--- src/hdl/tsp_map.vh ---
// constants for the thermal scan and protect block
`ifndef TSP_MAP_VH
`define TSP_MAP_VH
`define TSP_CLK_MHZ 250
`define TSP_PERIOD_US 640000
`define TSP_ON_US 5000
`define TSP_SETTLE_US 1000
// cycle counts are sized so they meet the 28-bit counters exactly
`define TSP_PERIOD_CYC 28'h9896800
`define TSP_ON_CYC 28'h01312d0
`define TSP_SETTLE_CYC 28'h003d090
`define TSP_SEL_WIDTH 4
`define TSP_SEL_EXT_TEMP 4'h9
`define TSP_FLAGS_RESET 4'h0
`define TSP_CNT_WIDTH 28
`endif

--- src/hdl/tsp_sync.v ---
// two-flop synchroniser for the comparator input
`timescale 1ns/10ps
module tsp_sync (
    input wire i_ref_clk,
    input wire i_sys_rst,
    input wire i_clk_en,
    input wire i_d,
    output reg o_q
);
    reg meta;

    // first flop feeds only the second
    always @(posedge i_ref_clk or posedge i_sys_rst) begin
        if (i_sys_rst) begin
            meta <= 1'b0;
            o_q <= 1'b0;
        end else if (i_clk_en) begin
            meta <= i_d;
            o_q <= meta;
        end
    end
endmodule

--- src/hdl/tsp_top.v ---
// thermistor bias scan and over-temperature switch protection
`timescale 1ns/10ps
`include "tsp_map.vh"
module tsp_top #(
    parameter [27:0] PERIOD_CYC = `TSP_PERIOD_CYC,
    parameter [27:0] ON_CYC = `TSP_ON_CYC,
    parameter [27:0] SETTLE_CYC = `TSP_SETTLE_CYC
) (
    input wire i_ref_clk,
    input wire i_sys_rst,
    input wire i_clk_en,
    input wire i_auto_scan_disable,
    input wire i_bias_force_on,
    input wire i_internal_overtemp_response_disable,
    input wire i_external_overtemp_response_disable,
    input wire [3:0] i_analog_select_field,
    input wire i_thermistor_sense_input,
    input wire i_internal_overtemp,
    input wire i_charge_overcurrent_flag,
    input wire i_discharge_overcurrent_flag,
    input wire i_short_circuit_flag,
    input wire i_switch_wr,
    input wire i_charge_switch_wdata,
    input wire i_discharge_switch_wdata,
    input wire i_flag_wr,
    input wire [3:0] i_user_flag_wdata,
    input wire i_por_request,
    output reg o_thermistor_bias_output,
    output reg [3:0] o_analog_monitor_select,
    output reg o_charge_switch_control,
    output reg o_discharge_switch_control,
    output reg o_internal_overtemp_flag,
    output reg o_external_overtemp_flag,
    output reg o_external_temp_fail,
    output reg o_overtemp_shutdown,
    output reg [3:0] o_user_flags
);
    localparam [2:0] ST_IDLE = 3'b001;
    localparam [2:0] ST_SETTLE = 3'b010;
    localparam [2:0] ST_WATCH = 3'b100;

    // notes for users of this block:
    // - the bias pin has three requesters: the periodic scan, the
    //   external select code and the force bit; they are or-ed, so
    //   the periodic scan never cuts a manual reading short
    // - the periodic window lags its counter wrap by two cycles,
    //   one for the window flop and one for the pin flop
    // - the settle tracker restarts on every bias drop, so a window
    //   shorter than the settle time never judges the comparator
    // - the comparator path adds two synchroniser cycles; the
    //   settle time must cover the divider and these two cycles,
    //   which it does by a wide margin at the default counts
    // - overtemp flags follow the condition and are not sticky;
    //   software that wants a history must read them while set
    // - the external flag keeps its last settled reading while
    //   the bias is off, so a shutdown caused by it can only end
    //   in a later settled window
    // - an automatic shutoff clears both switch controls; leaving
    //   shutdown does not restore them, software must write again
    // - overcurrent and short flags drive the bias pin high as a
    //   wake line; this also powers the divider, which is harmless
    //   but starts neither a settle period nor a reading
    // - the clock enable freezes every flop, the synchroniser too,
    //   so a frozen block resumes with its last sampled values
    // - user flags reset only on the reset input or a reset
    //   request; the request wins over a flag write in one cycle
    // - the select code for the external temperature is a local
    //   choice; all other codes only route the monitor selector

    reg [27:0] period_cnt;
    reg [27:0] settle_cnt;
    reg [2:0] state;
    reg [2:0] next_state;
    reg auto_on;
    wire sense_sync;
    wire ext_sel;
    wire bias_want;
    wire settled;
    wire ext_fail;
    wire int_trip;
    wire ext_trip;
    wire shut_now;

    tsp_sync u_sync (
        .i_ref_clk(i_ref_clk),
        .i_sys_rst(i_sys_rst),
        .i_clk_en(i_clk_en),
        .i_d(i_thermistor_sense_input),
        .o_q(sense_sync)
    );

    assign ext_sel = (i_analog_select_field == `TSP_SEL_EXT_TEMP);
    // any of the three requesters keeps the divider powered
    assign bias_want = i_bias_force_on | ext_sel | auto_on;
    assign settled = (state == ST_WATCH);
    // sense below reference reads low from the comparator
    assign ext_fail = settled & ~sense_sync;
    assign int_trip = i_internal_overtemp &
        ~i_internal_overtemp_response_disable;
    assign ext_trip = ext_fail &
        ~i_external_overtemp_response_disable;
    assign shut_now = int_trip | ext_trip;

    // free-running period counter; auto window is its first ON_CYC
    always @(posedge i_ref_clk or posedge i_sys_rst) begin
        if (i_sys_rst) begin
            period_cnt <= 28'h0000000;
            auto_on <= 1'b0;
        end else if (i_clk_en) begin
            if (period_cnt >= PERIOD_CYC - 28'h0000001)
                period_cnt <= 28'h0000000;
            else
                period_cnt <= period_cnt + 28'h0000001;
            // disable only stops the periodic window, not others
            auto_on <= ~i_auto_scan_disable &
                (period_cnt < ON_CYC);
        end
    end

    // settle tracker restarts whenever the bias goes off
    always @* begin
        next_state = state;
        case (state)
            ST_IDLE: if (bias_want) next_state = ST_SETTLE;
            ST_SETTLE: begin
                if (!bias_want)
                    next_state = ST_IDLE;
                else if (settle_cnt >= SETTLE_CYC - 28'h0000001)
                    next_state = ST_WATCH;
            end
            ST_WATCH: if (!bias_want) next_state = ST_IDLE;
            default: next_state = ST_IDLE;
        endcase
    end

    always @(posedge i_ref_clk or posedge i_sys_rst) begin
        if (i_sys_rst) begin
            state <= ST_IDLE;
            settle_cnt <= 28'h0000000;
        end else if (i_clk_en) begin
            state <= next_state;
            if (state == ST_SETTLE)
                settle_cnt <= settle_cnt + 28'h0000001;
            else
                settle_cnt <= 28'h0000000;
        end
    end

    // bias pin: scan demand, or overcurrent wake signalling
    always @(posedge i_ref_clk or posedge i_sys_rst) begin
        if (i_sys_rst) begin
            o_thermistor_bias_output <= 1'b0;
            o_analog_monitor_select <= 4'h0;
        end else if (i_clk_en) begin
            o_thermistor_bias_output <= bias_want |
                i_charge_overcurrent_flag |
                i_discharge_overcurrent_flag |
                i_short_circuit_flag;
            o_analog_monitor_select <= i_analog_select_field;
        end
    end

    // flags follow the condition; detection works even if disabled
    always @(posedge i_ref_clk or posedge i_sys_rst) begin
        if (i_sys_rst) begin
            o_internal_overtemp_flag <= 1'b0;
            o_external_overtemp_flag <= 1'b0;
            o_external_temp_fail <= 1'b0;
        end else if (i_clk_en) begin
            o_internal_overtemp_flag <= i_internal_overtemp;
            o_external_temp_fail <= ext_fail;
            // external result only refreshed inside settled window
            if (settled)
                o_external_overtemp_flag <= ~sense_sync;
        end
    end

    // shutdown holds until internal overtemp and external flag are both clear
    always @(posedge i_ref_clk or posedge i_sys_rst) begin
        if (i_sys_rst) begin
            o_overtemp_shutdown <= 1'b0;
            o_charge_switch_control <= 1'b0;
            o_discharge_switch_control <= 1'b0;
        end else if (i_clk_en) begin
            if (shut_now) begin
                o_overtemp_shutdown <= 1'b1;
                o_charge_switch_control <= 1'b0;
                o_discharge_switch_control <= 1'b0;
            end else if (o_overtemp_shutdown) begin
                // external clears only on a fresh settled reading
                if (~i_internal_overtemp & ~o_external_overtemp_flag)
                    o_overtemp_shutdown <= 1'b0;
                // writes during shutdown are dropped
            end else if (i_switch_wr) begin
                o_charge_switch_control <= i_charge_switch_wdata;
                o_discharge_switch_control <= i_discharge_switch_wdata;
            end
        end
    end

    // user flags freeze with the clock enable like every other flop; only reset or a request clears them
    always @(posedge i_ref_clk or posedge i_sys_rst) begin
        if (i_sys_rst)
            o_user_flags <= `TSP_FLAGS_RESET;
        else if (i_clk_en) begin
            if (i_por_request)
                o_user_flags <= `TSP_FLAGS_RESET;
            else if (i_flag_wr)
                o_user_flags <= i_user_flag_wdata;
        end
    end
endmodule

--- config.mk ---
export PLATFORM = sky130hd
export DESIGN_NAME = tsp_top
export DESIGN_NICKNAME = d
export VERILOG_FILES = /design/src/hdl/tsp_sync.v /design/src/hdl/tsp_top.v
export VERILOG_INCLUDE_DIRS = /design/src /design/src/hdl
export SDC_FILE = /design/constraint.sdc
export NUM_CORES = 1
export LEC_CHECK = 0
export BUFFER_PORTS_ARGS = -buffer_cell sky130_fd_sc_hd__buf_2
export CORE_UTILIZATION = 40
export CTS_CLUSTER_DIAMETER = 200
export DETAILED_ROUTE_END_ITERATION = 7
export GPL_ROUTABILITY_DRIVEN = 0
export PLACE_DENSITY = 0.56
export RECOVER_POWER = 50
export SYNTH_ARGS = -nofsm -noshare
export SYNTH_HDL_FRONTEND = slang
export SYNTH_SLANG_ARGS = --single-unit
--- constraint.sdc ---
create_clock -name i_ref_clk -period 2.7 [get_ports i_ref_clk]
set_clock_uncertainty 0.2 [all_clocks]
set_input_delay 0 -clock i_ref_clk [delete_from_list [all_inputs] [get_ports i_ref_clk]]
set_output_delay 0 -clock i_ref_clk [all_outputs]
set_load 0.02 [all_outputs]
==> out/results.tsv, run 1 <==
stage	metric	value	unit
run_status	outcome	finished with violations	
run_status	violations	max-capacitance violations, max-slew violations	
synth	synth_compound_area_frac	0.08663	
sta	period_minus_slack	2.394	ns
synth	synth_top_area_share	0.4771	
drt	wl	8689	um
cells_and_area	fillers	951	
drt	postRouteAntennaNets	0	
grt	overflow	0	
synth	synthFlopType	dfrtp_1	
die	die-width	101.8	um
placement	port_buffers	39	
cells_and_area	seq_area	1928	sq um
sta	fmax	0.4177	GHz
placement	dpl.hpwl	5684	um
cts	cts-root-buf	clkbuf_8	
grt	grt_max_degree	42	
sta	worstMarginPinSlew	1.653	ns
cts	clkTransAtPathRegs	0.08	ns
sta	setup_violations	0	
power	ir_drop	0.0002946	V
synth	synthAdderAreaFrac	0.006277	
grt	grt_usage	0.1808	
drt	wl_per_cell	13.97	um
cells_and_area	multi_input_area	1933	sq um
drt	via_count	3204	
cells_and_area	antenna_cells	0	
cells_and_area	final_cell_area	4810	sq um
placement	place_area	4334	sq um
die	fp-row-count	36	
cts	clock_latency	0.36	ns
cts	cts_tree	done	
synth	synth_cell_types	50	
drt	drtIter0Drc	102	
synth	seq_area_frac_synth	0.4837	
cts	cts.sinks	77	
synth	syn_area	3986	sq um
synth	yosysWarnings	0	
synth	synth_xor_area_frac	0.1033	
synth	synth_top_family_by_area	simple AND/OR/NAND/NOR gates	
grt	grt_pass1_wl	14540	um
power	leakage	2.011	nW
synth	synthesis.nets	446	
worst_setup_path	crit_arrival	2.43	ns
cts	cts_made_buffers	9	
synth	synth_edf_count	0	
synth	yosys.area_share.simple	0.2662	
sta	slew_violations	38	
die	ios	40	
placement	pre_cts_ws	0.4850	ns
die	die_area	10370	sq um
synth	yosysMostFrequentCell	dfrtp_1	
synth	ys_ff_latch	77	
synth	avgSynthCellArea	9.514	sq um
worst_setup_path	crit_required	2.74	ns
cells_and_area	synthToLayoutAreaGrowth	20.65	%
cts	clock_path_buffers	2	
worst_setup_path	critPathKind	in -> reg	
synth	netlist_top_cells_count	dfrtp_1, nor2_1, nand2_1, xnor2_1, nand3_1	
cells_and_area	layout-drive-gt1-share	0.1329	
drt	drt_pass1_iterations	4	
sta	max-slew-margin-rel	-0.1078	
drt	via_per_inst	5.151	
synth	postSynth.asyncResetShare	1.000	
sta	hold_viol_final	0	
die	die_y	101.8	um
synth	syn_inst	419	
sta	setup_tns	0	ns
synth	synth.mux.area_fraction	0.02260	
cells_and_area	fin_nets	511	
sta	whs	0.2079	ns
power	p_per_area	578.3	nW/um^2
cts	cts-resized-gates	0	
grt	antenna_found_initial	0	
cts	h-tree-depth	3	
sta	rsz0062_at_grt	no	
worst_setup_path	crit_path_end_kind	flip-flop	
sta	fin_ws	0.3061	ns
synth	synth.top_cells.by_area	dfrtp_1, xnor2_1, nor2_1, xor2_1, nand2_1	
worst_setup_path	path_max_fanout	26	
min_path	min_path_type	in -> reg	
synth	yosys.area.top_type	dfrtp_1	
die	core	9729	sq um
die	start_util	0.4097	
flow_run	drv_cap	1	
drt	drc	0	
grt	grt_pass1_vias	3146	
worst_setup_path	worstSetupStartpointType	primary input	
sta	finalCritPeriodShare	0.8866	
cell type report:
type	count	area share
Clock buffer	13	0.03512
Clock inverter	3	0.01405
Inverter	14	0.01119
Multi-Input combinational cell	310	0.4019
Sequential cell	77	0.4009
Tap cell	133	0.03460
Timing Repair Buffer	72	0.1022
flip-flops by register name, indices dropped and copies added, names as in the netlist:
| register | cells |
|---|---|
| o_overtemp_shutdown | 1 |
| u_sync.meta | 1 |
| auto_on | 1 |
| period_cnt | 28 |
| o_charge_switch_control | 1 |
| settle_cnt | 28 |
| o_discharge_switch_control | 1 |
| o_thermistor_bias_output | 1 |
| o_internal_overtemp_flag | 1 |
| o_user_flags | 4 |
| u_sync.o_q | 1 |
| o_external_temp_fail | 1 |
| state | 3 |
| o_external_overtemp_flag | 1 |
| o_analog_monitor_select | 4 |
report_power, final:
part	total (mW)	internal [mW]	switching (mW)
clock network	1.03	0.597	0.435
registers	1.34	1.25	0.0914
logic	0.406	0.179	0.228
total	2.78	2.03	0.755
path summary, 6_finish.rpt:
| kind | from | end | slack (ns) | depth (start not counted) |
|---|---|---|---|---|
| max | i_clk_en | o_overtemp_shutdown$_DFFE_PP0P_ | 0.31 | 7 |
| min | i_por_request | o_user_flags[3]$_DFFE_PP0P_ | 0.21 | 3 |
| max reg2reg | period_cnt[0]$_DFFE_PP0P_ | period_cnt[27]$_DFFE_PP0P_ | 0.47 | 5 |
| min reg2reg | o_analog_monitor_select[2]$_DFFE_PP0P_ | o_analog_monitor_select[2]$_DFFE_PP0P_ | 0.31 | 1 |
| max in group asynchronous | i_sys_rst | o_user_flags[2]$_DFFE_PP0P_ | 0.60 | 4 |
| min in group asynchronous | i_sys_rst | period_cnt[12]$_DFFE_PP0P_ | 0.38 | 3 |
routing by layer:
| metal | wire, um | vias up | track usage |
|---|---|---|---|
| met5 | 0 | - | 0 |
| met4 | 110 | 0 | 0.06264 |
| met3 | 222 | 9 | 0.04309 |
| met2 | 4256 | 40 | 0.3098 |
| met1 | 4099 | 1549 | 0.2241 |
| li1 | - | 1606 | - |
cells by family after synthesis:
kind of cell | Yosys count
simple gates | 205
flops | 77
compound gates | 48
xor+xnor | 47
buf+inv | 32
mux | 8
fa+ha+maj | 2
metrics by stage:
| stage | util | power (mW) | instances |
|---|---|---|---|
| detailed placement | 0.4455 | 1.736 | 579 |
| finish | 0.4943 | 2.782 | 622 |
| global placement | 0.4455 | 1.725 | 579 |
| CTS | 0.4976 | 2.822 | 622 |
| global route | 0.4943 | 2.921 | 622 |
| floorplan | - | 1.609 | 419 |
layout by cell type (no fill, tap or decap), types with 6 or more instances in the layout:
cell type	instances
nor2_1	67
xor2_1	15
a31oi_1	7
o21ai_0	9
nand2_1	32
dfrtp_1	76
nor2b_1	6
nand4_1	12
xnor2_1	32
nand3_1	21
nor4_1	18
clkbuf_8	12
inv_1	13
clkbuf_1	16
dlygate4sd3_1	27
and3_1	6
buf_2	24
a21oi_1	6
mux2_2	8
nor3_1	14
worst max-delay path: stages:
cell and delay (ns):
dlygate4sd3_1 0.52, buf_2 0.30, buf_4 0.34, inv_1 0.30, o31ai_1 0.29, o21ai_0 0.10, dlygate4sd3_1 0.57
repair_timing:
item / 4_1_cts / 5_1_grt
hold buffers: 27 / 0
setup endpoints to repair: 0 / 0
setup buffers: 0 / 0
hold endpoints to repair: 56 / 0
(Power assumes the default switching activity.)
==> run 2, diff against run 1 <==
--- a/config.mk
+++ b/config.mk
@@ -6,13 +6,15 @@
 export SDC_FILE = /design/constraint.sdc
 export NUM_CORES = 1
 export LEC_CHECK = 0
-export BUFFER_PORTS_ARGS = -buffer_cell sky130_fd_sc_hd__buf_2
 export CORE_UTILIZATION = 40
 export CTS_CLUSTER_DIAMETER = 200
 export DETAILED_ROUTE_END_ITERATION = 7
+export DONT_BUFFER_PORTS = 1
 export GPL_ROUTABILITY_DRIVEN = 0
-export PLACE_DENSITY = 0.56
+export PLACE_DENSITY = 0.52
 export RECOVER_POWER = 50
+export REMOVE_ABC_BUFFERS = 1
+export SLEW_MARGIN = 20
 export SYNTH_ARGS = -nofsm -noshare
 export SYNTH_HDL_FRONTEND = slang
 export SYNTH_SLANG_ARGS = --single-unit
==> run 2 against run 1 <==
  * The run now ends clean
  * Sequential share of layout area grew 1.4 points
  * First-iteration DRC count shrank 9.8%
  * Die area is the same
  * Combinational power shrank 16%
  * Clock power shrank 13%
  * Fmax grew 5.5%
  * Power shrank 5.7%
  * Worst hold slack lost 0.17 ns
  * Highest routed layer unchanged
==> out/results.tsv, run 2 (synthesized netlist as in run 1, its figures left out) <==
stage	metric	value	unit	change
cts	cts_made_buffers	9		unchanged
grt	antenna_found_initial	0		unchanged
power	p_per_area	564.7	nW/um^2	-2.4%
die	fp-row-count	36		unchanged
drt	met1_length	3904	um	-4.8%
placement	pre_cts_ws	0.4791	ns	-0.005882 ns
worst_setup_path	worstSetupStartpointType	primary input		
worst_setup_path	crit_path_end_kind	flip-flop		
die	ios	40		unchanged
placement	port_buffers	0		-100%
worst_setup_path	cp-endpoint	period_cnt[27]$_DFFE_PP0P_		
sta	max-slew-margin-rel	0.6727		+0.7806
worst_setup_path	cpPeakStageDelay	0.77	ns	+0.20 ns
sta	period_minus_slack	2.269	ns	-0.1251 ns
drt	wl	8608	um	-0.93%
power	intPower	1.910	mW	-5.8%
power	netSwitchingPower	0.7118	mW	-5.7%
grt	grt_max_degree	78		+86%
min_path	min_path_type	in -> async		
worst_setup_path	r2r_setup_slack	0.46	ns	about the same
drt	postRouteAntennaNets	0		unchanged
die	start_util	0.4097		unchanged
cts	cts_tree	done		
cells_and_area	fin_nets	474		-7.2%
drt	via_per_inst	5.317		+3.2%
worst_setup_path	crit_cells	7		unchanged
die	die-width	101.8	um	unchanged
cts	clock_path_buffers	2		unchanged
worst_setup_path	critPathKind	in -> reg		
worst_setup_path	path_max_fanout	38		+46%
sta	worstMarginPinSlew	0.4864	ns	-1.166 ns
cells_and_area	fillers	925		-2.7%
worst_setup_path	slowest_stage	or4_1		
run_status	outcome	completed		
sta	setup_violations	0		unchanged
drt	met3WireLength	227	um	+2.3%
cells_and_area	layout_commonest_cell	dfrtp_1		
drt	drt_pass1_iterations	5		+1
sta	fmax	0.4408	GHz	+5.5%
drt	wl_per_cell	14.77	um	+5.7%
power	finalPower	2.622	mW	-5.7%
sta	finalCritPeriodShare	0.8403		-0.04632
grt	grt_pass1_wl	14210	um	-2.2%
cells_and_area	layout-drive-gt1-share	0.1000		-0.03292
drt	via_count	3100		-3.2%
worst_setup_path	path_cells	dlygate4sd3_1 > buf_12 > nand4_2 > or4_1 > nor4_4 > xnor2_1 > nor2_1		
die	die_y	101.8	um	unchanged
flow_run	drv_cap	0		-1
power	p_comb_frac	0.131		-0.015
cts	clock_latency	0.35	ns	about the same
placement	dp_cells	540		-6.7%
cts	cts.sinks	77		unchanged
cts	clkTransAtPathRegs	0.07	ns	about the same
power	clkPwrFrac	0.341		-0.030
drt	drtIter0Drc	92		-9.8%
power	seq_power_share	0.528		+0.045
cells_and_area	post-route-util	0.4772		-0.01710
cells_and_area	fin_cells	583		-6.3%
die	core	9729	sq um	unchanged
sta	fin_ws	0.4311	ns	+0.1251 ns
sta	rsz0062_at_grt	no		
power	ir_drop	0.0002785	V	-5.5%
cells_and_area	final_cell_mix	dfrtp_1, nor2_1, xnor2_1, nand2_1, dlygate4sd3_1		
cts	cts-root-buf	clkbuf_8		
sta	slew_violations	0		-100%
sta	hold_viol_final	0		unchanged
worst_setup_path	rr_worst_depth	5		unchanged
grt	overflow	0		unchanged
grt	grt_usage	0.1769		-0.003923
worst_setup_path	r2r-end	period_cnt[27]$_DFFE_PP0P_		
worst_setup_path	cpLargestDelayFamily	simple AND/OR/NAND/NOR gates		
drt	route.met2.wl	4370	um	+2.7%
worst_setup_path	crit-reg2reg-launch	period_cnt[0]$_DFFE_PP0P_		
cells_and_area	antenna_cells	0		unchanged
power	leakage	1.906	nW	-5.2%
drt	topRoutingLayerUsed	met4		
worst_setup_path	crit_required	2.73	ns	about the same
cells_and_area	synthToLayoutAreaGrowth	16.48	%	
worst_setup_path	crit_arrival	2.30	ns	-0.13 ns
placement	dpl.hpwl	5390	um	-5.2%
die	die_area	10370	sq um	unchanged
grt	grt_pass1_vias	3012		-4.3%
cts	h-tree-depth	3		unchanged
cells_and_area	top_regs	period_cnt x28, settle_cnt x28		
drt	drc	0		unchanged
power	p_sw_frac	0.2715		about the same
sta	setup_tns	0	ns	unchanged
worst_setup_path	crit_buf_inv	2		-3
worst_setup_path	critPathLaunch	i_clk_en		
==> run 2: worst min path at each step <==
stage               slack (ns)  depth (start not counted)                           to
floorplan                -0.12                          1  o_user_flags[0]$_DFFE_PP0P_
global placement         -0.19                          2   period_cnt[10]$_DFFE_PP0P_
detailed placement       -0.19                          2   period_cnt[10]$_DFFE_PP0P_
CTS                      0.001                          3   period_cnt[10]$_DFFE_PP0P_
global route              0.08                          3   period_cnt[10]$_DFFE_PP0P_
finish                    0.04                          3   period_cnt[16]$_DFFE_PP0P_
==> run 2: what timing repair did <==
item                       CTS  global route
buffers inserted             0             2
hold buffers                27             1
resized for setup            0             3
setup endpoints to repair    0             2
hold endpoints to repair   149             1
==> run 2: final cells by class <==
type,instances,area (sq um),share of cell area
Clock buffer,13,168.9,0.03638
Multi-Input combinational cell,310,1943,0.4185
Inverter,14,53.80,0.01159
Sequential cell,77,1928,0.4153
Tap cell,133,166.4,0.03584
Timing Repair Buffer,35,352.8,0.07599
Clock inverter,1,30.03,0.006467
==> run 2: routing by layer <==
metal | GRT usage | vias up
li1 | - | 1539
met1 | 0.2207 | 1509
met2 | 0.2999 | 41
met3 | 0.04583 | 11
met4 | 0.05714 | 0
met5 | 0 | -
==> run 2: metrics by stage <==
| stage | cell area, sq um | hold WS, ns |
|---|---|---|
| after global routing | 4643 | 0.08336 |
| after detailed placement | 4139 | -0.1900 |
| after floorplan | 3914 | -0.1175 |
| after CTS | 4618 | 0.001090 |
| after global placement | 4139 | -0.1923 |
| final | 4643 | 0.03756 |
==> run 2: power by group through the flow <==
stage	Sequential [mW]	Combinational [mW]	Clock (mW)
2_1_floorplan	1.38	0.220	0
3_3_place_gp	1.40	0.276	0
3_5_place_dp	1.40	0.283	0
4_1_cts	1.38	0.336	0.935
5_1_grt	1.40	0.397	0.981
6_report	1.38	0.343	0.895
==> run 2: worst min-delay path: stages <==
cell and delay, ns:
dlygate4sd3_1 0.55, clkinvlp_2 0.11, buf_12 0.34
==> run 3, diff against run 2 <==
==> constraint.sdc (replaced) <==
create_clock -name i_ref_clk -period 2.2 [get_ports i_ref_clk]
set_clock_uncertainty 0.2 [all_clocks]
set_input_delay 0 -clock i_ref_clk [delete_from_list [all_inputs] [get_ports i_ref_clk]]
set_output_delay 0 -clock i_ref_clk [all_outputs]
set_load 0.02 [all_outputs]
==> run 3 against run 2 <==
  * Design area grew 2.8%
  * Critical path depth fell by 1
  * Wire length up 2.1%
  * Worst hold slack improved by 0.076 ns
  * Cell count increased by 3.4%
  * Clock power rose by 11%
  * Sequential cell count unchanged
  * Register-to-register slack got worse by 0.37 ns
==> out/results.tsv, run 3 (synthesized netlist as in run 1, its figures left out) <==
stage	metric	value	unit	change
grt	use_met1	0.2301		+0.009453
cells_and_area	seq_area	1928	sq um	unchanged
die	die-width	101.8	um	unchanged
cells_and_area	multi_input_area	1957	sq um	+0.71%
drt	via_count	3145		+1.5%
cts	clock_latency	0.36	ns	about the same
grt	grt_max_degree	46		-41%
min_path	min_path_type	in -> reg		
sta	finalCritPeriodShare	0.9608		
cells_and_area	final_cell_mix	dfrtp_1, nor2_1, nand2_1, xnor2_1, dlygate4sd3_1		
sta	setup_violations	0		unchanged
sta	max-slew-margin-rel	0.4764		-0.1964
drt	wl_per_cell	14.58	um	-1.3%
placement	place_area	4279	sq um	+3.4%
sta	slew_violations	0		unchanged
grt	grt_usage	0.1775		+0.0006068
cts	cts.sinks	77		unchanged
run_status	outcome	completed		
drt	postRouteAntennaNets	0		unchanged
die	start_util	0.4097		unchanged
die	ios	40		unchanged
power	p_per_area	652.6	nW/um^2	+16%
flow_run	drv_cap	0		unchanged
cells_and_area	layout-drive-gt1-share	0.1404		+0.04043
placement	port_buffers	0		unchanged
cells_and_area	synthToLayoutAreaGrowth	19.74	%	
power	ir_drop	0.0002409	V	-14%
sta	period_minus_slack	2.114	ns	
drt	via_per_inst	5.216		-1.9%
cts	cts-root-buf	clkbuf_8		
die	fp-row-count	36		unchanged
sta	hold_viol_final	0		unchanged
grt	overflow	0		unchanged
worst_setup_path	worstSetupStartpointType	flip-flop		
cts	cts_tree	done		
grt	grt_pass1_wl	14190	um	-0.20%
worst_setup_path	crit_required	2.26	ns	-0.47 ns
sta	worstMarginPinSlew	0.7854	ns	+0.2990 ns
placement	dpl.hpwl	5802	um	+7.6%
die	core	9729	sq um	unchanged
cells_and_area	final_cell_area	4773	sq um	+2.8%
cells_and_area	fillers	959		+3.7%
cells_and_area	layout_commonest_cell	dfrtp_1		
cells_and_area	antenna_cells	0		unchanged
drt	wl	8792	um	+2.1%
sta	fmax	0.4731	GHz	
drt	drtIter0Drc	70		-24%
grt	busiest_layer	met2		
die	die_area	10370	sq um	unchanged
cts	clock_path_buffers	2		unchanged
worst_setup_path	crit_arrival	2.17	ns	-0.13 ns
grt	grt.met3_usage	0.04514		-0.0006840
grt	antenna_found_initial	0		unchanged
drt	drc	0		unchanged
grt	use_met2	0.2952		-0.004678
sta	fin_ws	0.08617	ns	-0.3450 ns
drt	drt_pass1_iterations	4		-1
cts	cts_made_buffers	9		unchanged
cells_and_area	fin_nets	492		+3.8%
cells_and_area	top_regs	period_cnt x28, settle_cnt x28		
worst_setup_path	path_max_fanout	4		-89%
worst_setup_path	critPathKind	reg -> reg		
worst_setup_path	crit_path_end_kind	flip-flop		
cts	clkTransAtPathRegs	0.09	ns	+0.02 ns
die	die_y	101.8	um	unchanged
power	leakage	1.959	nW	+2.8%
grt	grt_pass1_vias	2980		-1.1%
cts	h-tree-depth	3		unchanged
placement	pre_cts_ws	0.09672	ns	-0.3824 ns
## run 3: changes by cell type in the layout (fill, tap and decap cells not counted), sizes merged
cell | before | now
clkbuf | 13 | 11
clkinvlp | 1 | 5
dlygate4sd3 | 26 | 27
buf | 9 | 24
inv | 13 | 16
bufinv | 1 | 0
## run 3: timing repair
action / CTS / global route
setup buffers: 0 / 1
hold endpoints to repair: 143 / 0
gates resized for setup: 0 / 4
hold buffers: 29 / 0
setup endpoints to repair: 0 / 5
## run 3: area by class of cell
type	instances	share of cell area
sequential	77	0.4039
clock buffer	9	0.02595
multi-input combinational	310	0.4100
clock inverter	7	0.01180
tap	133	0.03486
timing repair buffer	53	0.1022
inverter	14	0.01127
## run 3: path summary, 6_finish.rpt
check,from,end,slack [ns],cells past startpoint
max in group asynchronous,i_sys_rst,o_user_flags[0]$_DFFE_PP0P_,0.43,4
setup / recovery,state[1]$_DFFE_PP0P_,o_discharge_switch_control$_DFFE_PP0P_,0.09,6
min in group asynchronous,i_sys_rst,state[0]$_DFFE_PP1P_,0.59,3
hold reg to reg,u_sync.meta$_DFFE_PP0P_,u_sync.meta$_DFFE_PP0P_,0.32,1
hold / removal,i_thermistor_sense_input,u_sync.meta$_DFFE_PP0P_,0.11,2
setup reg to reg,state[1]$_DFFE_PP0P_,o_discharge_switch_control$_DFFE_PP0P_,0.09,6
## run 3: critical path, cell delays in order (launching register included)
cell and delay [ns]:
dfrtp_1 0.39, nor2_1 0.14, nand2_1 0.13, nor3_1 0.22, nor2_1 0.08, dlygate4sd3_1 0.60
a32o_1 0.26
## run 3: per-layer routing
metal | vias to the layer above | part of all wire | routed length, um
li1 | 1575 | - | -
met1 | 1533 | 0.46 | 4057
met2 | 30 | 0.50 | 4426
met3 | 7 | 0.027 | 233
met4 | 0 | 0.0085 | 75
met5 | - | 0 | 0
## run 3: metrics by stage
step	hold slack (ns)	std cells	utilization	power, mW	TNS [ns]
after floorplan	-0.1175	401	-	1.962	0
after global placement	-0.2248	557	0.4398	2.074	0
after detailed placement	-0.2183	557	0.4398	2.090	0
after CTS	0.1015	602	0.4902	3.170	0
after global routing	0.1073	603	0.4906	3.294	-0.003145
final	0.1140	603	0.4906	3.115	0
## run 3: power breakdown
part	total (mW)	internal (mW)	leakage, nW	switching, mW
clock	0.997	0.420	0.0789	0.577
sequential	1.69	1.53	1.02	0.153
combinational	0.431	0.204	0.858	0.227
